<file path="src/design/piopb_regs.vh">
// Register indices, field positions and reset values of the I/O port bank.
// Assumes the includer turns an index into a byte address by times four.
`ifndef PIOPB_REGS_VH
`define PIOPB_REGS_VH

// ----------------------------------------------------------------
// Register indices (byte address = index * 4)
// ----------------------------------------------------------------
`define PIOPB_IDX_PORT14_CTRL 10'h3DE
`define PIOPB_IDX_P0_DATA 10'h3E0
`define PIOPB_IDX_P1_DATA 10'h3E1
`define PIOPB_IDX_P0_DIR 10'h3E2
`define PIOPB_IDX_P1_DIR 10'h3E3
`define PIOPB_IDX_P2_DATA 10'h3E4
`define PIOPB_IDX_P3_DATA 10'h3E5
`define PIOPB_IDX_P2_DIR 10'h3E6
`define PIOPB_IDX_P3_DIR 10'h3E7
`define PIOPB_IDX_P4_DATA 10'h3E8
`define PIOPB_IDX_P5_DATA 10'h3E9
`define PIOPB_IDX_P4_DIR 10'h3EA
`define PIOPB_IDX_P5_DIR 10'h3EB
`define PIOPB_IDX_P6_DATA 10'h3EC
`define PIOPB_IDX_P7_DATA 10'h3ED
`define PIOPB_IDX_P6_DIR 10'h3EE
`define PIOPB_IDX_P7_DIR 10'h3EF
`define PIOPB_IDX_P8_DATA 10'h3F0
`define PIOPB_IDX_P9_DATA 10'h3F1
`define PIOPB_IDX_P8_DIR 10'h3F2
`define PIOPB_IDX_P9_DIR 10'h3F3
`define PIOPB_IDX_P10_DATA 10'h3F4
`define PIOPB_IDX_P11_DATA 10'h3F5
`define PIOPB_IDX_P10_DIR 10'h3F6
`define PIOPB_IDX_P11_DIR 10'h3F7
`define PIOPB_IDX_P12_DATA 10'h3F8
`define PIOPB_IDX_P13_DATA 10'h3F9
`define PIOPB_IDX_P12_DIR 10'h3FA
`define PIOPB_IDX_P13_DIR 10'h3FB
`define PIOPB_IDX_PULLUP0 10'h3FC
`define PIOPB_IDX_PULLUP1 10'h3FD
`define PIOPB_IDX_PULLUP2 10'h3FE
`define PIOPB_IDX_PULLUP3 10'h3DF
`define PIOPB_IDX_READBACK 10'h3FF

// ----------------------------------------------------------------
// Decode kinds
// ----------------------------------------------------------------
`define PIOPB_KIND_DATA 2'h0
`define PIOPB_KIND_DIR 2'h1
`define PIOPB_KIND_PULL 2'h2
`define PIOPB_KIND_RDBK 2'h3

// ----------------------------------------------------------------
// Fields and reset values
// ----------------------------------------------------------------
`define PIOPB_RDBK_SEL_BIT 0
`define PIOPB_UPPER_EN_BIT 7
`define PIOPB_P14_GROUP_BIT 6
`define PIOPB_P14_DIR_LSB 4
`define PIOPB_NMI_PORT 8
`define PIOPB_NMI_BIT 5
`define PIOPB_OD_PORT_A 7
`define PIOPB_OD_PORT_B 9
`define PIOPB_OD_BIT 1
`define PIOPB_PULL2_MASK 8'h3F
`define PIOPB_PULL3_MASK 8'hFF
`define PIOPB_PULL_RESET 8'h00
`define PIOPB_DIR_RESET 8'h00
`define PIOPB_DATA_RESET 8'h00
`define PIOPB_RESP_OKAY 2'h0
`define PIOPB_RESP_DECERR 2'h3

`endif

</file>
<file path="src/design/piopb_sync.v">
// Two-stage level synchroniser, one chain per bit.
// Assumes each input bit is a slow level sampled on aclk.
`timescale 1ns/1ps

module piopb_sync #(
    parameter WIDTH = 8
) (
    input wire aclk, // System clock
    input wire aresetn, // Synchronous reset, active low
    input wire [WIDTH-1:0] din, // Asynchronous levels
    output wire [WIDTH-1:0] dout // Synchronised levels
);

reg [WIDTH-1:0] stage1_ff;
reg [WIDTH-1:0] stage2_ff;

// First stage feeds only the second stage
always @(posedge aclk) begin
    if (!aresetn) begin
        stage1_ff <= {WIDTH{1'b0}};
        stage2_ff <= {WIDTH{1'b0}};
    end else begin
        stage1_ff <= din;
        stage2_ff <= stage1_ff;
    end
end

assign dout = stage2_ff;

endmodule

</file>
<file path="src/design/piopb_top.v">
// Programmable I/O port bank: ports 0..14 behind an AXI4-Lite slave.
// Assumes pins and peripheral signals are levels; pad wires resolved outside.
// Functional notes
// - Each port line except port 8 line 5 can be set input or output by its own bit.
// - Direction register bits map one to one onto port lines.
// - Pull-ups selected per group of four consecutive lines, one bit each; port 11 group bits are write-masked to 0.
// - Pull-up connects only with group bit set and line in input mode.
// - Port 8 line 5 is input-only, no pull-up, reads interrupt pin level.
// - Interrupt-shared line has no direction bit; its data bit is read-only.
// - Peripheral output other than serial four or D/A forces pin output.
// - Input line: read gives pin level; write only updates output latch.
// - Output line: read gives latch; latch drives pin, 0 low 1 high.
// - Readback select set: port 1 reads return latch whatever direction.
// - Upper-port enable clear forces data registers of ports 11..14 to 00h.
// - Port 7 line 1 and port 9 line 1 are open-drain, high floats.
// - Port 14 control: data in bits 0,1; direction in bits 4,5.
// - Port 14 control bits 3:2 and 7:6 ignore writes, read undefined.
// - Pull-up register 0: bit 0 is port 0 lines 0..3; resets 00h.
// - 87 lines on ports 0..10 small package, 113 on 0..14 large.
//
// Decided for this implementation: register access over AXI4-Lite.
`timescale 1ns/1ps
`include "piopb_regs.vh"

module piopb_top #(
    parameter LARGE_PKG = 1, // 1: ports 0..14, 0: ports 0..10
    parameter ADDR_W = 12 // AXI address width
) (
    input wire aclk, // System clock
    input wire aresetn, // Synchronous reset, active low
    input wire [ADDR_W-1:0] s_axi_awaddr, // Write address
    input wire [2:0] s_axi_awprot, // Write protection, unused
    input wire s_axi_awvalid, // Write address valid
    output wire s_axi_awready, // Write address ready
    input wire [31:0] s_axi_wdata, // Write data
    input wire [3:0] s_axi_wstrb, // Write byte strobes
    input wire s_axi_wvalid, // Write data valid
    output wire s_axi_wready, // Write data ready
    output wire [1:0] s_axi_bresp, // Write response
    output wire s_axi_bvalid, // Write response valid
    input wire s_axi_bready, // Write response ready
    input wire [ADDR_W-1:0] s_axi_araddr, // Read address
    input wire [2:0] s_axi_arprot, // Read protection, unused
    input wire s_axi_arvalid, // Read address valid
    output wire s_axi_arready, // Read address ready
    output wire [31:0] s_axi_rdata, // Read data
    output wire [1:0] s_axi_rresp, // Read response
    output wire s_axi_rvalid, // Read data valid
    input wire s_axi_rready, // Read data ready
    input wire [119:0] pin_in, // Pad levels, port p line b at p*8+b
    input wire [119:0] periph_oe, // Peripheral owns pin as output
    input wire [119:0] periph_out, // Peripheral output level
    output wire [119:0] pin_out, // Pad output level
    output wire [119:0] pin_oe, // Pad output enable, high drives
    output wire [119:0] pin_pu // Pull-up resistor connect
);

// ----------------------------------------------------------------
// Address decode
// ----------------------------------------------------------------
// Returns {hit, kind[1:0], port[3:0]}
function [6:0] dec;
    input [9:0] idx;
    begin
        case (idx)
            `PIOPB_IDX_P0_DATA: dec = {1'b1, `PIOPB_KIND_DATA, 4'h0};
            `PIOPB_IDX_P1_DATA: dec = {1'b1, `PIOPB_KIND_DATA, 4'h1};
            `PIOPB_IDX_P2_DATA: dec = {1'b1, `PIOPB_KIND_DATA, 4'h2};
            `PIOPB_IDX_P3_DATA: dec = {1'b1, `PIOPB_KIND_DATA, 4'h3};
            `PIOPB_IDX_P4_DATA: dec = {1'b1, `PIOPB_KIND_DATA, 4'h4};
            `PIOPB_IDX_P5_DATA: dec = {1'b1, `PIOPB_KIND_DATA, 4'h5};
            `PIOPB_IDX_P6_DATA: dec = {1'b1, `PIOPB_KIND_DATA, 4'h6};
            `PIOPB_IDX_P7_DATA: dec = {1'b1, `PIOPB_KIND_DATA, 4'h7};
            `PIOPB_IDX_P8_DATA: dec = {1'b1, `PIOPB_KIND_DATA, 4'h8};
            `PIOPB_IDX_P9_DATA: dec = {1'b1, `PIOPB_KIND_DATA, 4'h9};
            `PIOPB_IDX_P10_DATA: dec = {1'b1, `PIOPB_KIND_DATA, 4'hA};
            `PIOPB_IDX_P11_DATA: dec = {1'b1, `PIOPB_KIND_DATA, 4'hB};
            `PIOPB_IDX_P12_DATA: dec = {1'b1, `PIOPB_KIND_DATA, 4'hC};
            `PIOPB_IDX_P13_DATA: dec = {1'b1, `PIOPB_KIND_DATA, 4'hD};
            `PIOPB_IDX_PORT14_CTRL: dec = {1'b1, `PIOPB_KIND_DATA, 4'hE};
            `PIOPB_IDX_P0_DIR: dec = {1'b1, `PIOPB_KIND_DIR, 4'h0};
            `PIOPB_IDX_P1_DIR: dec = {1'b1, `PIOPB_KIND_DIR, 4'h1};
            `PIOPB_IDX_P2_DIR: dec = {1'b1, `PIOPB_KIND_DIR, 4'h2};
            `PIOPB_IDX_P3_DIR: dec = {1'b1, `PIOPB_KIND_DIR, 4'h3};
            `PIOPB_IDX_P4_DIR: dec = {1'b1, `PIOPB_KIND_DIR, 4'h4};
            `PIOPB_IDX_P5_DIR: dec = {1'b1, `PIOPB_KIND_DIR, 4'h5};
            `PIOPB_IDX_P6_DIR: dec = {1'b1, `PIOPB_KIND_DIR, 4'h6};
            `PIOPB_IDX_P7_DIR: dec = {1'b1, `PIOPB_KIND_DIR, 4'h7};
            `PIOPB_IDX_P8_DIR: dec = {1'b1, `PIOPB_KIND_DIR, 4'h8};
            `PIOPB_IDX_P9_DIR: dec = {1'b1, `PIOPB_KIND_DIR, 4'h9};
            `PIOPB_IDX_P10_DIR: dec = {1'b1, `PIOPB_KIND_DIR, 4'hA};
            `PIOPB_IDX_P11_DIR: dec = {1'b1, `PIOPB_KIND_DIR, 4'hB};
            `PIOPB_IDX_P12_DIR: dec = {1'b1, `PIOPB_KIND_DIR, 4'hC};
            `PIOPB_IDX_P13_DIR: dec = {1'b1, `PIOPB_KIND_DIR, 4'hD};
            `PIOPB_IDX_PULLUP0: dec = {1'b1, `PIOPB_KIND_PULL, 4'h0};
            `PIOPB_IDX_PULLUP1: dec = {1'b1, `PIOPB_KIND_PULL, 4'h1};
            `PIOPB_IDX_PULLUP2: dec = {1'b1, `PIOPB_KIND_PULL, 4'h2};
            `PIOPB_IDX_PULLUP3: dec = {1'b1, `PIOPB_KIND_PULL, 4'h3};
            `PIOPB_IDX_READBACK: dec = {1'b1, `PIOPB_KIND_RDBK, 4'h0};
            default: dec = 7'h00;
        endcase
    end
endfunction

// Ports 11..14 and their registers vanish in the small package
function port_present;
    input [3:0] p;
    begin
        port_present = (p <= 4'hA) || (LARGE_PKG != 0);
    end
endfunction

// Line exists: port 14 has only lines 0 and 1
function line_exists;
    input integer p;
    input integer b;
    begin
        line_exists = (p < 14) || (b < 2);
    end
endfunction

// ----------------------------------------------------------------
// Storage
// ----------------------------------------------------------------
reg [7:0] data_ff [0:14]; // Output latches
reg [7:0] dir_ff [0:14]; // 1 = output
reg [7:0] pull_ff [0:3]; // Pull-up group enables
reg rdbk_sel_ff;
reg awready_ff, wready_ff, bvalid_ff, arready_ff, rvalid_ff;
reg aw_got_ff, w_got_ff, rd_pend_ff;
reg [1:0] bresp_ff, rresp_ff;
reg [9:0] wr_idx_ff, rd_idx_ff;
reg [7:0] wdata_ff;
reg wstrb_ff;
reg [31:0] rdata_ff;
reg [119:0] pin_out_ff, pin_oe_ff, pin_pu_ff;
reg [119:0] nxt_pin_out, nxt_pin_oe, nxt_pin_pu;
reg [7:0] rd_byte;
wire [119:0] pin_sync;
wire upper_en = pull_ff[3][`PIOPB_UPPER_EN_BIT];
wire [6:0] wr_dec = dec(wr_idx_ff);
wire [6:0] rd_dec = dec(rd_idx_ff);
wire [3:0] wr_port = wr_dec[3:0];
wire [3:0] rd_port = rd_dec[3:0];
wire wr_hit = wr_dec[6] && port_present(wr_port);
wire rd_hit = rd_dec[6] && port_present(rd_port);
integer i, b, g;

// ----------------------------------------------------------------
// Pin synchronisers
// ----------------------------------------------------------------
piopb_sync #(
    .WIDTH(120)
) u_sync (
    .aclk(aclk),
    .aresetn(aresetn),
    .din(pin_in),
    .dout(pin_sync)
);

// ----------------------------------------------------------------
// Pad drive, enable and pull-up
// ----------------------------------------------------------------
always @* begin
    nxt_pin_out = 120'h0;
    nxt_pin_oe = 120'h0;
    nxt_pin_pu = 120'h0;
    for (i = 0; i < 15; i = i + 1) begin
        for (b = 0; b < 8; b = b + 1) begin
            g = (i == 14) ? (24 + `PIOPB_P14_GROUP_BIT) : (i * 2 + b / 4);
            if (line_exists(i, b) && port_present(i[3:0]) &&
                    (i < 11 || upper_en)) begin
                if (i == `PIOPB_NMI_PORT && b == `PIOPB_NMI_BIT) begin
                    nxt_pin_oe[i*8+b] = 1'b0;
                end else if ((i == `PIOPB_OD_PORT_A ||
                        i == `PIOPB_OD_PORT_B) && b == `PIOPB_OD_BIT) begin
                    // Only ever pulls low; a high leaves the pad floating
                    nxt_pin_out[i*8+b] = 1'b0;
                    nxt_pin_oe[i*8+b] = periph_oe[i*8+b] ?
                        ~periph_out[i*8+b] :
                        (dir_ff[i][b] & ~data_ff[i][b]);
                end else begin
                    nxt_pin_out[i*8+b] = periph_oe[i*8+b] ?
                        periph_out[i*8+b] : data_ff[i][b];
                    nxt_pin_oe[i*8+b] = periph_oe[i*8+b] |
                        dir_ff[i][b];
                    nxt_pin_pu[i*8+b] = pull_ff[g/8][g%8] &
                        ~dir_ff[i][b] & ~periph_oe[i*8+b];
                end
            end
        end
    end
end

// ----------------------------------------------------------------
// Read mux
// ----------------------------------------------------------------
always @* begin
    rd_byte = 8'h00;
    if (rd_hit) begin
        case (rd_dec[5:4])
            `PIOPB_KIND_DATA: begin
                for (b = 0; b < 8; b = b + 1) begin
                    if (!line_exists(rd_port, b)) begin
                        rd_byte[b] = 1'b0;
                    end else if (rd_port == `PIOPB_NMI_PORT &&
                            b == `PIOPB_NMI_BIT) begin
                        rd_byte[b] = pin_sync[rd_port*8+b];
                    end else if (dir_ff[rd_port][b] || (rd_port == 4'h1 &&
                            rdbk_sel_ff)) begin
                        rd_byte[b] = data_ff[rd_port][b];
                    end else begin
                        rd_byte[b] = pin_sync[rd_port*8+b];
                    end
                end
                if (rd_port == 4'hE) begin
                    rd_byte[`PIOPB_P14_DIR_LSB+1:`PIOPB_P14_DIR_LSB] =
                        dir_ff[14][1:0];
                end
                if (rd_port >= 4'hB && !upper_en) begin
                    rd_byte = 8'h00;
                end
            end
            `PIOPB_KIND_DIR: rd_byte = dir_ff[rd_port];
            `PIOPB_KIND_PULL: rd_byte = pull_ff[rd_port[1:0]];
            `PIOPB_KIND_RDBK: rd_byte = {7'h00, rdbk_sel_ff};
            default: rd_byte = 8'h00;
        endcase
    end
end

// ----------------------------------------------------------------
// AXI4-Lite write path and register updates
// ----------------------------------------------------------------
always @(posedge aclk) begin
    if (!aresetn) begin
        awready_ff <= 1'b1;
        wready_ff <= 1'b1;
        bvalid_ff <= 1'b0;
        bresp_ff <= `PIOPB_RESP_OKAY;
        aw_got_ff <= 1'b0;
        w_got_ff <= 1'b0;
        wr_idx_ff <= 10'h000;
        wdata_ff <= 8'h00;
        wstrb_ff <= 1'b0;
        rdbk_sel_ff <= 1'b0;
        for (i = 0; i < 15; i = i + 1) begin
            data_ff[i] <= `PIOPB_DATA_RESET;
            dir_ff[i] <= `PIOPB_DIR_RESET;
        end
        for (i = 0; i < 4; i = i + 1) begin
            pull_ff[i] <= `PIOPB_PULL_RESET;
        end
    end else begin
        if (s_axi_awvalid && awready_ff) begin
            wr_idx_ff <= s_axi_awaddr[11:2];
            aw_got_ff <= 1'b1;
            awready_ff <= 1'b0;
        end
        if (s_axi_wvalid && wready_ff) begin
            wdata_ff <= s_axi_wdata[7:0];
            wstrb_ff <= s_axi_wstrb[0];
            w_got_ff <= 1'b1;
            wready_ff <= 1'b0;
        end
        if (aw_got_ff && w_got_ff && !bvalid_ff) begin
            aw_got_ff <= 1'b0;
            w_got_ff <= 1'b0;
            bvalid_ff <= 1'b1;
            bresp_ff <= wr_hit ? `PIOPB_RESP_OKAY : `PIOPB_RESP_DECERR;
            // Only the low byte lane carries register bits
            if (wr_hit && wstrb_ff) begin
                case (wr_dec[5:4])
                    `PIOPB_KIND_DATA: begin
                        if (wr_port == 4'hE) begin
                            data_ff[14] <= {6'h00, wdata_ff[1:0]};
                            dir_ff[14] <= {6'h00,
                                wdata_ff[`PIOPB_P14_DIR_LSB+1:
                                `PIOPB_P14_DIR_LSB]};
                        end else begin
                            data_ff[wr_port] <= wdata_ff;
                        end
                    end
                    `PIOPB_KIND_DIR: begin
                        dir_ff[wr_port] <= wdata_ff;
                        if (wr_port == `PIOPB_NMI_PORT) begin
                            dir_ff[wr_port][`PIOPB_NMI_BIT] <= 1'b0;
                        end
                    end
                    `PIOPB_KIND_PULL: begin
                        if (wr_port == 4'h2) begin
                            pull_ff[2] <= wdata_ff & `PIOPB_PULL2_MASK;
                        end else if (wr_port == 4'h3) begin
                            pull_ff[3] <= wdata_ff & `PIOPB_PULL3_MASK;
                        end else begin
                            pull_ff[wr_port[1:0]] <= wdata_ff;
                        end
                    end
                    `PIOPB_KIND_RDBK: begin
                        rdbk_sel_ff <= wdata_ff[`PIOPB_RDBK_SEL_BIT];
                    end
                    default: rdbk_sel_ff <= rdbk_sel_ff;
                endcase
            end
        end
        if (bvalid_ff && s_axi_bready) begin
            bvalid_ff <= 1'b0;
            awready_ff <= 1'b1;
            wready_ff <= 1'b1;
        end
        // Disabled upper ports hold cleared latches; overrides any write
        if (!upper_en) begin
            for (i = 11; i < 15; i = i + 1) begin
                data_ff[i] <= 8'h00;
            end
        end
    end
end

// ----------------------------------------------------------------
// AXI4-Lite read path and pad registers
// ----------------------------------------------------------------
always @(posedge aclk) begin
    if (!aresetn) begin
        arready_ff <= 1'b1;
        rvalid_ff <= 1'b0;
        rd_pend_ff <= 1'b0;
        rd_idx_ff <= 10'h000;
        rdata_ff <= 32'h00000000;
        rresp_ff <= `PIOPB_RESP_OKAY;
        pin_out_ff <= 120'h0;
        pin_oe_ff <= 120'h0;
        pin_pu_ff <= 120'h0;
    end else begin
        pin_out_ff <= nxt_pin_out;
        pin_oe_ff <= nxt_pin_oe;
        pin_pu_ff <= nxt_pin_pu;
        if (s_axi_arvalid && arready_ff) begin
            rd_idx_ff <= s_axi_araddr[11:2];
            arready_ff <= 1'b0;
            rd_pend_ff <= 1'b1;
        end
        if (rd_pend_ff) begin
            rd_pend_ff <= 1'b0;
            rvalid_ff <= 1'b1;
            rdata_ff <= {24'h000000, rd_byte};
            rresp_ff <= rd_hit ? `PIOPB_RESP_OKAY : `PIOPB_RESP_DECERR;
        end
        if (rvalid_ff && s_axi_rready) begin
            rvalid_ff <= 1'b0;
            arready_ff <= 1'b1;
        end
    end
end

assign s_axi_awready = awready_ff;
assign s_axi_wready = wready_ff;
assign s_axi_bvalid = bvalid_ff;
assign s_axi_bresp = bresp_ff;
assign s_axi_arready = arready_ff;
assign s_axi_rvalid = rvalid_ff;
assign s_axi_rdata = rdata_ff;
assign s_axi_rresp = rresp_ff;
assign pin_out = pin_out_ff;
assign pin_oe = pin_oe_ff;
assign pin_pu = pin_pu_ff;

endmodule

</file>
<file path="config.mk">
export PLATFORM = sky130hd
export DESIGN_NAME = piopb_top
export DESIGN_NICKNAME = d
export VERILOG_FILES = /design/src/design/piopb_sync.v /design/src/design/piopb_top.v
export VERILOG_INCLUDE_DIRS = /design/src /design/src/design
export SDC_FILE = /design/constraint.sdc
export NUM_CORES = 1
export LEC_CHECK = 0
export BUFFER_PORTS_ARGS = -buffer_cell sky130_fd_sc_hd__buf_2
export CAP_MARGIN = 40
export CORE_AREA = 2 2 323 325
export DETAILED_ROUTE_END_ITERATION = 8
export DIE_AREA = 0 0 325 327
export GPL_ROUTABILITY_DRIVEN = 0
export PLACE_DENSITY = 0.61
export SLEW_MARGIN = 40
export SYNTH_ARGS = -nofsm -noshare
export SYNTH_HDL_FRONTEND = slang
export SYNTH_SLANG_ARGS = --single-unit
</file>
<file path="constraint.sdc">
create_clock -name aclk -period 7.1 [get_ports aclk]
set_input_delay 1.775 -clock aclk [delete_from_list [all_inputs] [get_ports aclk]]
set_output_delay 1.775 -clock aclk [all_outputs]
set_load 0.1 [all_outputs]
</file>
==> qor.csv, run 1 <==
stage,metric,value,unit
status,status,"complete, no violations",
die,core_area,103000,sq um
grt,grt_pass1_wl,178000,um
critical_path,crit_required,7.42,ns
grt,grt_pass1_vias,24800,
timing,rsz0062_at_grt,false,
synthesis,yosysSeqAreaShare,0.626,
timing,maxSlewHeadroom,0.363,
grt,grt_overflow,0,
clocking,cts_tree,yes,
die,die_area,106000,sq um
pwr,cellLeakagePower,18.3,nW
final_layout,design_area,42100,sq um
synthesis,yosys-top-cells-area,"dfxtp_1 (37%), edfxtp_1 (26%), and2_1 (7.7%)",
routing,drtIter0Drc,2578,
final_layout,nFillCells,10100,
clocking,cts_buffer_depth,3,
clocking,worstSkewPairLatency,0.71,ns
clocking,cts_buffers,100,
run,drv_cap,0,
placed_design,port_buffers,733,
die,ios,834,
synthesis,synth-seq-cells,910,
critical_path,worst_setup_path_end_kind,register,
die,die_x,325,um
synthesis,synth_top_area_share,0.370,
critical_path,cp_data_arrival_time,4.58,ns
clocking,cts_htree_levels,3,
clocking,clkSlewWorstSetupHoldPaths,0.06,ns
die,start_util,0.328,
synthesis,post_synth.cell_area_avg,10.7,sq um
timing,finalMaxSlewViolations,0,
final_layout,area_growth,25.0,%
timing,fin_skew,0.0470,ns
final_layout,final_util,0.410,
clocking,hold_buffers,0,
routing,drtAntennaViolNets,0,
die,row_count,118,
timing,fmax,234,MHz
synthesis,synth-edff-count,287,
routing,drc,0,
pwr,power,0.0125,W
final_layout,layout-drive-gt1-share,0.248,
routing,drtPass1Iterations,6,
clocking,cts_root_buf,clkbuf_16,
clocking,clkSinkCount,910,
final_layout,fin_nets,4305,
routing,wl,129000,um
timing,finalSetupTns,0,ns
critical_path,start_kind,register,
grt,grt_max_degree,148,
synthesis,ys.flop_type,dfxtp_1,
routing,wl_per_cell,24.1,um
routing,via_per_inst,4.94,
routing,vias,26400,
die,die_y,327,um
clocking,post_cts_resized,0,
synthesis,synthArstFlopShare,0,
synthesis,synth_area,33700,sq um
grt,antenna_found_initial,23,
placed_design,post-dp-hpwl,96700,um
timing,finalCritPeriodShare,0.601,
synthesis,synth_top_area_cell,dfxtp_1,
min_path,hold_path.class,register to register,
grt,track_usage,0.233,
critical_path,worstSetupPathType,register to register,
synthesis,yosysUniqueCellTypes,76,
clocking,cts_setup_buffers,0,
timing,min_period,4.26,ns
timing,finalHoldViolations,0,
pwr,p_per_area,297,nW/um^2
synthesis,netlist_instances,3154,
timing,setup_violations,0,
pwr,vdd.ir_drop.worst,223,uV
placed_design,place_area,38600,sq um
synthesis,synth_warnings,0,
timing,worst_slew_pin_slew,0.946,ns
critical_path,cp_max_fo,20,
## cells by family (layout without fill, tap and decap cells)
family / Yosys count / in the layout / synth area share
DFF: 910 / 910 / 0.626
buffers and inverters: 243 / 962 / 0.0357
and+or+nand+nor: 1543 / 1543 / 0.227
xor gates and xnor gates: 3 / 3 / 0.00134
muxes: 179 / 179 / 0.0600
AOI/OAI and AO/OA: 275 / 275 / 0.0502
other: 1 / 87 / 0.000111
## where the power goes
part / switching (W) / total, W / internal, W
combinational: 0.00106 / 0.00132 / 0.000260
sequential: 0.000177 / 0.00577 / 0.00559
clock: 0.00222 / 0.00543 / 0.00321
## Yosys cell counts (5+ instances only)
master	instances
nor3_1	135
inv_1	12
nor4_1	12
nand2_1	326
or3_1	5
o22ai_1	19
nor2_1	395
buf_1	6
nand2b_1	16
mux2i_1	159
clkbuf_1	132
dfxtp_1	623
buf_2	26
nand4_1	9
nand3_1	94
nor2b_1	5
a211o_1	5
buf_4	63
a21oi_1	97
a211oi_1	16
o31ai_1	7
o21ai_0	53
a221oi_1	5
and3_1	99
edfxtp_1	287
a22oi_1	8
mux4_2	18
o21ai_1	11
and2_1	417
a31oi_1	15
## area by class of cell
cell class / count / area, sq um / share of cell area
well taps: 1380 / 1730 / 0.0410
multi-input cells: 2080 / 11800 / 0.279
repair buffers: 767 / 3980 / 0.0945
flip-flops and latches: 910 / 21100 / 0.501
diodes: 7 / 17.5 / 0.000416
clock buffers: 136 / 2910 / 0.0690
inverters: 13 / 53.8 / 0.00128
clock inverters: 46 / 573 / 0.0136
## stage by stage
| stage | setup slack [ns] | hold slack [ns] | std cells |
|---|---|---|---|
| floorplan | 3.24 | 0.412 | 3233 |
| global placement | 1.92 | 0.416 | 5148 |
| detailed placement | 2.14 | 0.417 | 5150 |
| CTS | 2.87 | 0.412 | 5332 |
| global route | 2.65 | 0.434 | 5335 |
| finish | 2.84 | 0.418 | 5339 |
## path summary, 6_finish.rpt
| kind | cells after the start | end | start | slack [ns] |
|---|---|---|---|---|
| worst max-delay path | 9 | dir_ff[3][0] | wr_idx_ff[3] | 2.84 |
| worst max register to register | 9 | dir_ff[3][0] | wr_idx_ff[3] | 2.84 |
| worst min-delay path | 1 | u_sync.dout[62] | u_sync.stage1_ff[62] | 0.42 |
| worst min register to register | 1 | u_sync.dout[62] | u_sync.stage1_ff[62] | 0.42 |
## cells in the final DEF (no fill, tap or decap), types with 16 or more instances in the layout
cell	netlist	final
conb_1	1	80
nand2b_1	16	16
nor2_1	395	393
clkbuf_16	0	106
nor3_1	135	132
a21oi_1	97	97
mux2i_1	159	158
and3_1	99	99
buf_4	63	30
nand2_1	326	326
buf_2	26	732
o21ai_1	11	31
mux4_2	18	18
o22ai_1	19	19
dfxtp_1	623	619
edfxtp_1	287	287
a211oi_1	16	16
nand3_1	94	94
o21ai_0	53	33
and2_1	417	418
## state kept, by name, indices dropped and copies added (netlist names), 8 cells and up
name	flops
s_axi_rdata	8
pin_oe	113
pin_out	111
pull_ff	32
u_sync.dout	120
wr_idx_ff	10
pin_pu	111
dir_ff	128
wdata_ff	8
data_ff	127
rd_idx_ff	10
u_sync.stage1_ff	120
## metal layers
| metal | track usage | share of wire | vias up |
|---|---|---|---|
| li1 | - | - | 12100 |
| met1 | 0.291 | 0.40 | 12700 |
| met2 | 0.393 | 0.48 | 1274 |
| met3 | 0.0529 | 0.079 | 287 |
| met4 | 0.0876 | 0.041 | 28 |
| met5 | 0 | 0.0012 | - |
## worst max-delay path, stage by stage (launching register included)
cell,delay [ns]
dfxtp_1,0.76
nand3_1,0.22
nor3_1,0.50
nand2_1,0.10
o22ai_1,0.32
a21o_1,0.78
nand2_1,0.35
nor3_1,0.27
buf_4,0.21
nand2b_1,0.39
Power figures use the tool's default switching activity.
==> inputs of run 2 (changes only) <==
Settings changed: ABC_AREA set to 1, PLACE_DENSITY 0.61 to 0.63.
Clock period 7.1 ns to 3.7 ns, I/O delays scaled along.
==> run 2 against run 1 <==
  * Non-clock buffer count grew 25
  * Sequential cell count rose by 1
  * Critical endpoint is now dir_ff[5][0]
  * Critical path type unchanged
  * Setup slack got worse by 2.6 ns
  * Largest cell class unchanged
  * Sequential power grew 91%
==> qor.csv, run 2 <==
stage,metric,value,unit,change
routing,drc,0,,unchanged
routing,via_per_inst,4.78,,was 4.94
clocking,cts_tree,yes,,unchanged
routing,drtPass1Iterations,6,,unchanged
timing,timing.final.ws_setup,0.263,ns,was 2.84 ns
synthesis,yosys-top-cells-count,"nand2_1 (790), dfxtp_1 (623), nor2_1 (509), inv_1 (490), edfxtp_1 (288)",,"was dfxtp_1 (623), and2_1 (417), nor2_1 (395), nand2_1 (326), edfxtp_1 (287)"
final_layout,layout-drive-gt1-share,0.237,,was 0.248
synthesis,yosysMostFrequentCell,nand2_1,,was dfxtp_1
die,ios,834,,unchanged
run,drv_cap,0,,unchanged
pwr,power,0.0232,W,was 0.0125 W
status,status,"complete, no violations",,unchanged
grt,grt_pass1_wl,182000,um,was 178000 um
grt,track_usage,0.232,,was 0.233
clocking,cts_setup_buffers,0,,unchanged
min_path,min_from,u_sync.stage1_ff[23],,was u_sync.stage1_ff[62]
timing,finalHoldViolations,0,,unchanged
critical_path,crit_required,4.03,ns,was 7.42 ns
placed_design,place_ws,0.306,ns,was 2.14 ns
timing,finalMaxSlewViolations,0,,unchanged
final_layout,fin_nets,5045,,was 4305
grt,grtUsageMet2,0.387,,was 0.393
synthesis,synth_top_area_share,0.363,,was 0.370
synthesis,yosys-top-cells-area,"dfxtp_1 (36%), edfxtp_1 (25%), nand2_1 (8.6%)",,"was dfxtp_1 (37%), edfxtp_1 (26%), and2_1 (7.7%)"
clocking,worstSkewPairLatency,0.68,ns,was 0.71 ns
critical_path,crit-reg2reg-launch,wr_idx_ff[9],,was wr_idx_ff[3]
timing,finalCritPeriodShare,0.929,,was 0.601
placed_design,port_buffers,733,,unchanged
critical_path,cp_data_arrival_time,3.77,ns,was 4.58 ns
timing,worst_slew_pin_slew,0.886,ns,was 0.946 ns
clocking,clkSinkCount,911,,was 910
timing,rsz0062_at_grt,false,,unchanged
die,die_area,106000,sq um,unchanged
final_layout,final_common_cell,nand2_1,,was buf_2
clocking,cts_buffer_depth,3,,unchanged
final_layout,most-common-layout-cells,"nand2_1 (790), buf_2 (732), dfxtp_1 (623)",,"was buf_2 (732), dfxtp_1 (619), and2_1 (418)"
timing,fin_skew,0.0325,ns,was 0.0470 ns
routing,wl_per_cell,20.9,um,was 24.1 um
synthesis,synth_area,34400,sq um,was 33700 sq um
timing,min_period,3.44,ns,was 4.26 ns
routing,wl,127000,um,was 129000 um
grt,busiest_layer,met2,,unchanged
timing,finalSetupTns,0,ns,unchanged
die,row_count,118,,unchanged
synthesis,ys.flop_type,dfxtp_1,,unchanged
pwr,cellLeakagePower,20.6,nW,was 18.3 nW
grt,antenna_found_initial,17,,was 23
synthesis,yosysSeqAreaShare,0.614,,was 0.626
grt,gr-usage-met1,0.290,,was 0.291
grt,grt_max_degree,190,,was 148
critical_path,worstSetupPathType,register to register,,unchanged
synthesis,yosysUniqueCellTypes,53,,was 76
synthesis,synth-edff-count,288,,was 287
synthesis,netlist_instances,3855,,was 3154
clocking,cts_root_buf,clkbuf_16,,unchanged
min_path,hold_path.class,register to register,,unchanged
grt,met3_usage,0.0499,,was 0.0529
clocking,hold_buffers,0,,unchanged
placed_design,post-dp-hpwl,95000,um,was 96700 um
clocking,post_cts_resized,0,,unchanged
final_layout,area_growth,24.1,%,was 25.0%
die,die_x,325,um,unchanged
final_layout,largestRegisters,"data_ff x128, dir_ff x128",,"was dir_ff x128, data_ff x127"
clocking,cts_htree_levels,3,,unchanged
pwr,vdd.ir_drop.worst,349,uV,was 223 uV
routing,drtIter0Drc,2744,,was 2578
die,core_area,103000,sq um,unchanged
critical_path,start_kind,register,,unchanged
synthesis,synth_warnings,0,,unchanged
critical_path,crit_path_start,wr_idx_ff[9],,was wr_idx_ff[3]
die,start_util,0.334,,was 0.328
routing,vias,29000,,was 26.4k
timing,fmax,291,MHz,was 234 MHz
critical_path,reg2reg_slack,0.26,ns,was 2.84 ns
critical_path,cp_max_fo,10,,was 20
die,die_y,327,um,unchanged
synthesis,synthArstFlopShare,0,,unchanged
pwr,p_per_area,544,nW/um^2,was 297 nW/um^2
clocking,clkSlewWorstSetupHoldPaths,0.06,ns,about the same
synthesis,post_synth.cell_area_avg,8.92,sq um,was 10.7 sq um
timing,setup_violations,0,,unchanged
critical_path,worst_setup_path_end_kind,register,,unchanged
grt,grt_overflow,0,,unchanged
grt,grt_pass1_vias,27700,,was 24.8k
clocking,cts_buffers,95,,was 100
timing,maxSlewHeadroom,0.410,,was 0.363
synthesis,synth-seq-cells,911,,was 910
synthesis,synth_top_area_cell,dfxtp_1,,unchanged
routing,drtAntennaViolNets,0,,unchanged
run 2: changes by cell type in the layout (fill, tap and decap cells not counted), sizes merged, moves of 139 or more:
cell   before  now
and2      419    1
inv        18  530
nor2      397  607
o21ai      65  204
nand2     327  813
mux2i     159    0
run 2: final timing paths:
path,end,cells past startpoint
setup reg to reg,dir_ff[5][0],13
hold / removal,u_sync.dout[23],2
hold reg to reg,u_sync.dout[23],2
setup / recovery,dir_ff[5][0],13
run 2: routing by layer:
metal  part of all wire  vias to the layer above
li1                   -                    13700
met1               0.40                    13600
met2               0.47                     1506
met3              0.087                      267
met4              0.040                       14
met5            0.00062                        -
run 2: where the power goes:
group	switching, W	internal, W	total (W)
clock	0.00402	0.00528	0.00930
combinational	0.00241	0.000496	0.00291
sequential	0.000232	0.0108	0.0110
total	0.00666	0.0165	0.0232
run 2: logic make-up (layout without fill, tap and decap cells):
group,Yosys count,count (layout),synth area share
AND/OR/NAND/NOR,1724,1724,0.217
flip-flops,911,911,0.614
buffers and inverters,731,1485,0.0900
AO/OA/AOI/OAI,488,488,0.0789
other,1,84,0.000109
run 2: layout make-up:
type / count / area (sq um)
repair buffers: 792 / 4330
inverters: 520 / 1970
clock inverters: 31 / 206
flip-flops and latches: 911 / 21100
multi-input cells: 2292 / 10500
well taps: 1380 / 1730
diodes: 4 / 10.0
fillers: 10400 / 60200
clock buffers: 142 / 2820
run 2: through the flow:
step,util,cells,hold WS (ns),instance area (sq um)
floorplan,-,3934,0.390,34700
global placement,0.384,5891,0.396,39500
detailed placement,0.385,5894,0.398,39600
CTS,0.414,6067,0.367,42600
global route,0.415,6071,0.390,42700
finish,0.415,6072,0.400,42700
run 2: critical path, stage by stage (launching register included):
cell     delay [ns]
dfxtp_1        0.31
nand2_1        0.26
inv_2          0.09
nand2_1        0.13
inv_1          0.08
nand2_1        0.06
nand2_1        0.06
nor4_1         0.39
inv_1          0.21
nor2_1         0.19
inv_1          0.20
nor2_1         0.43
nand2_1        0.34
nand2_1        0.35
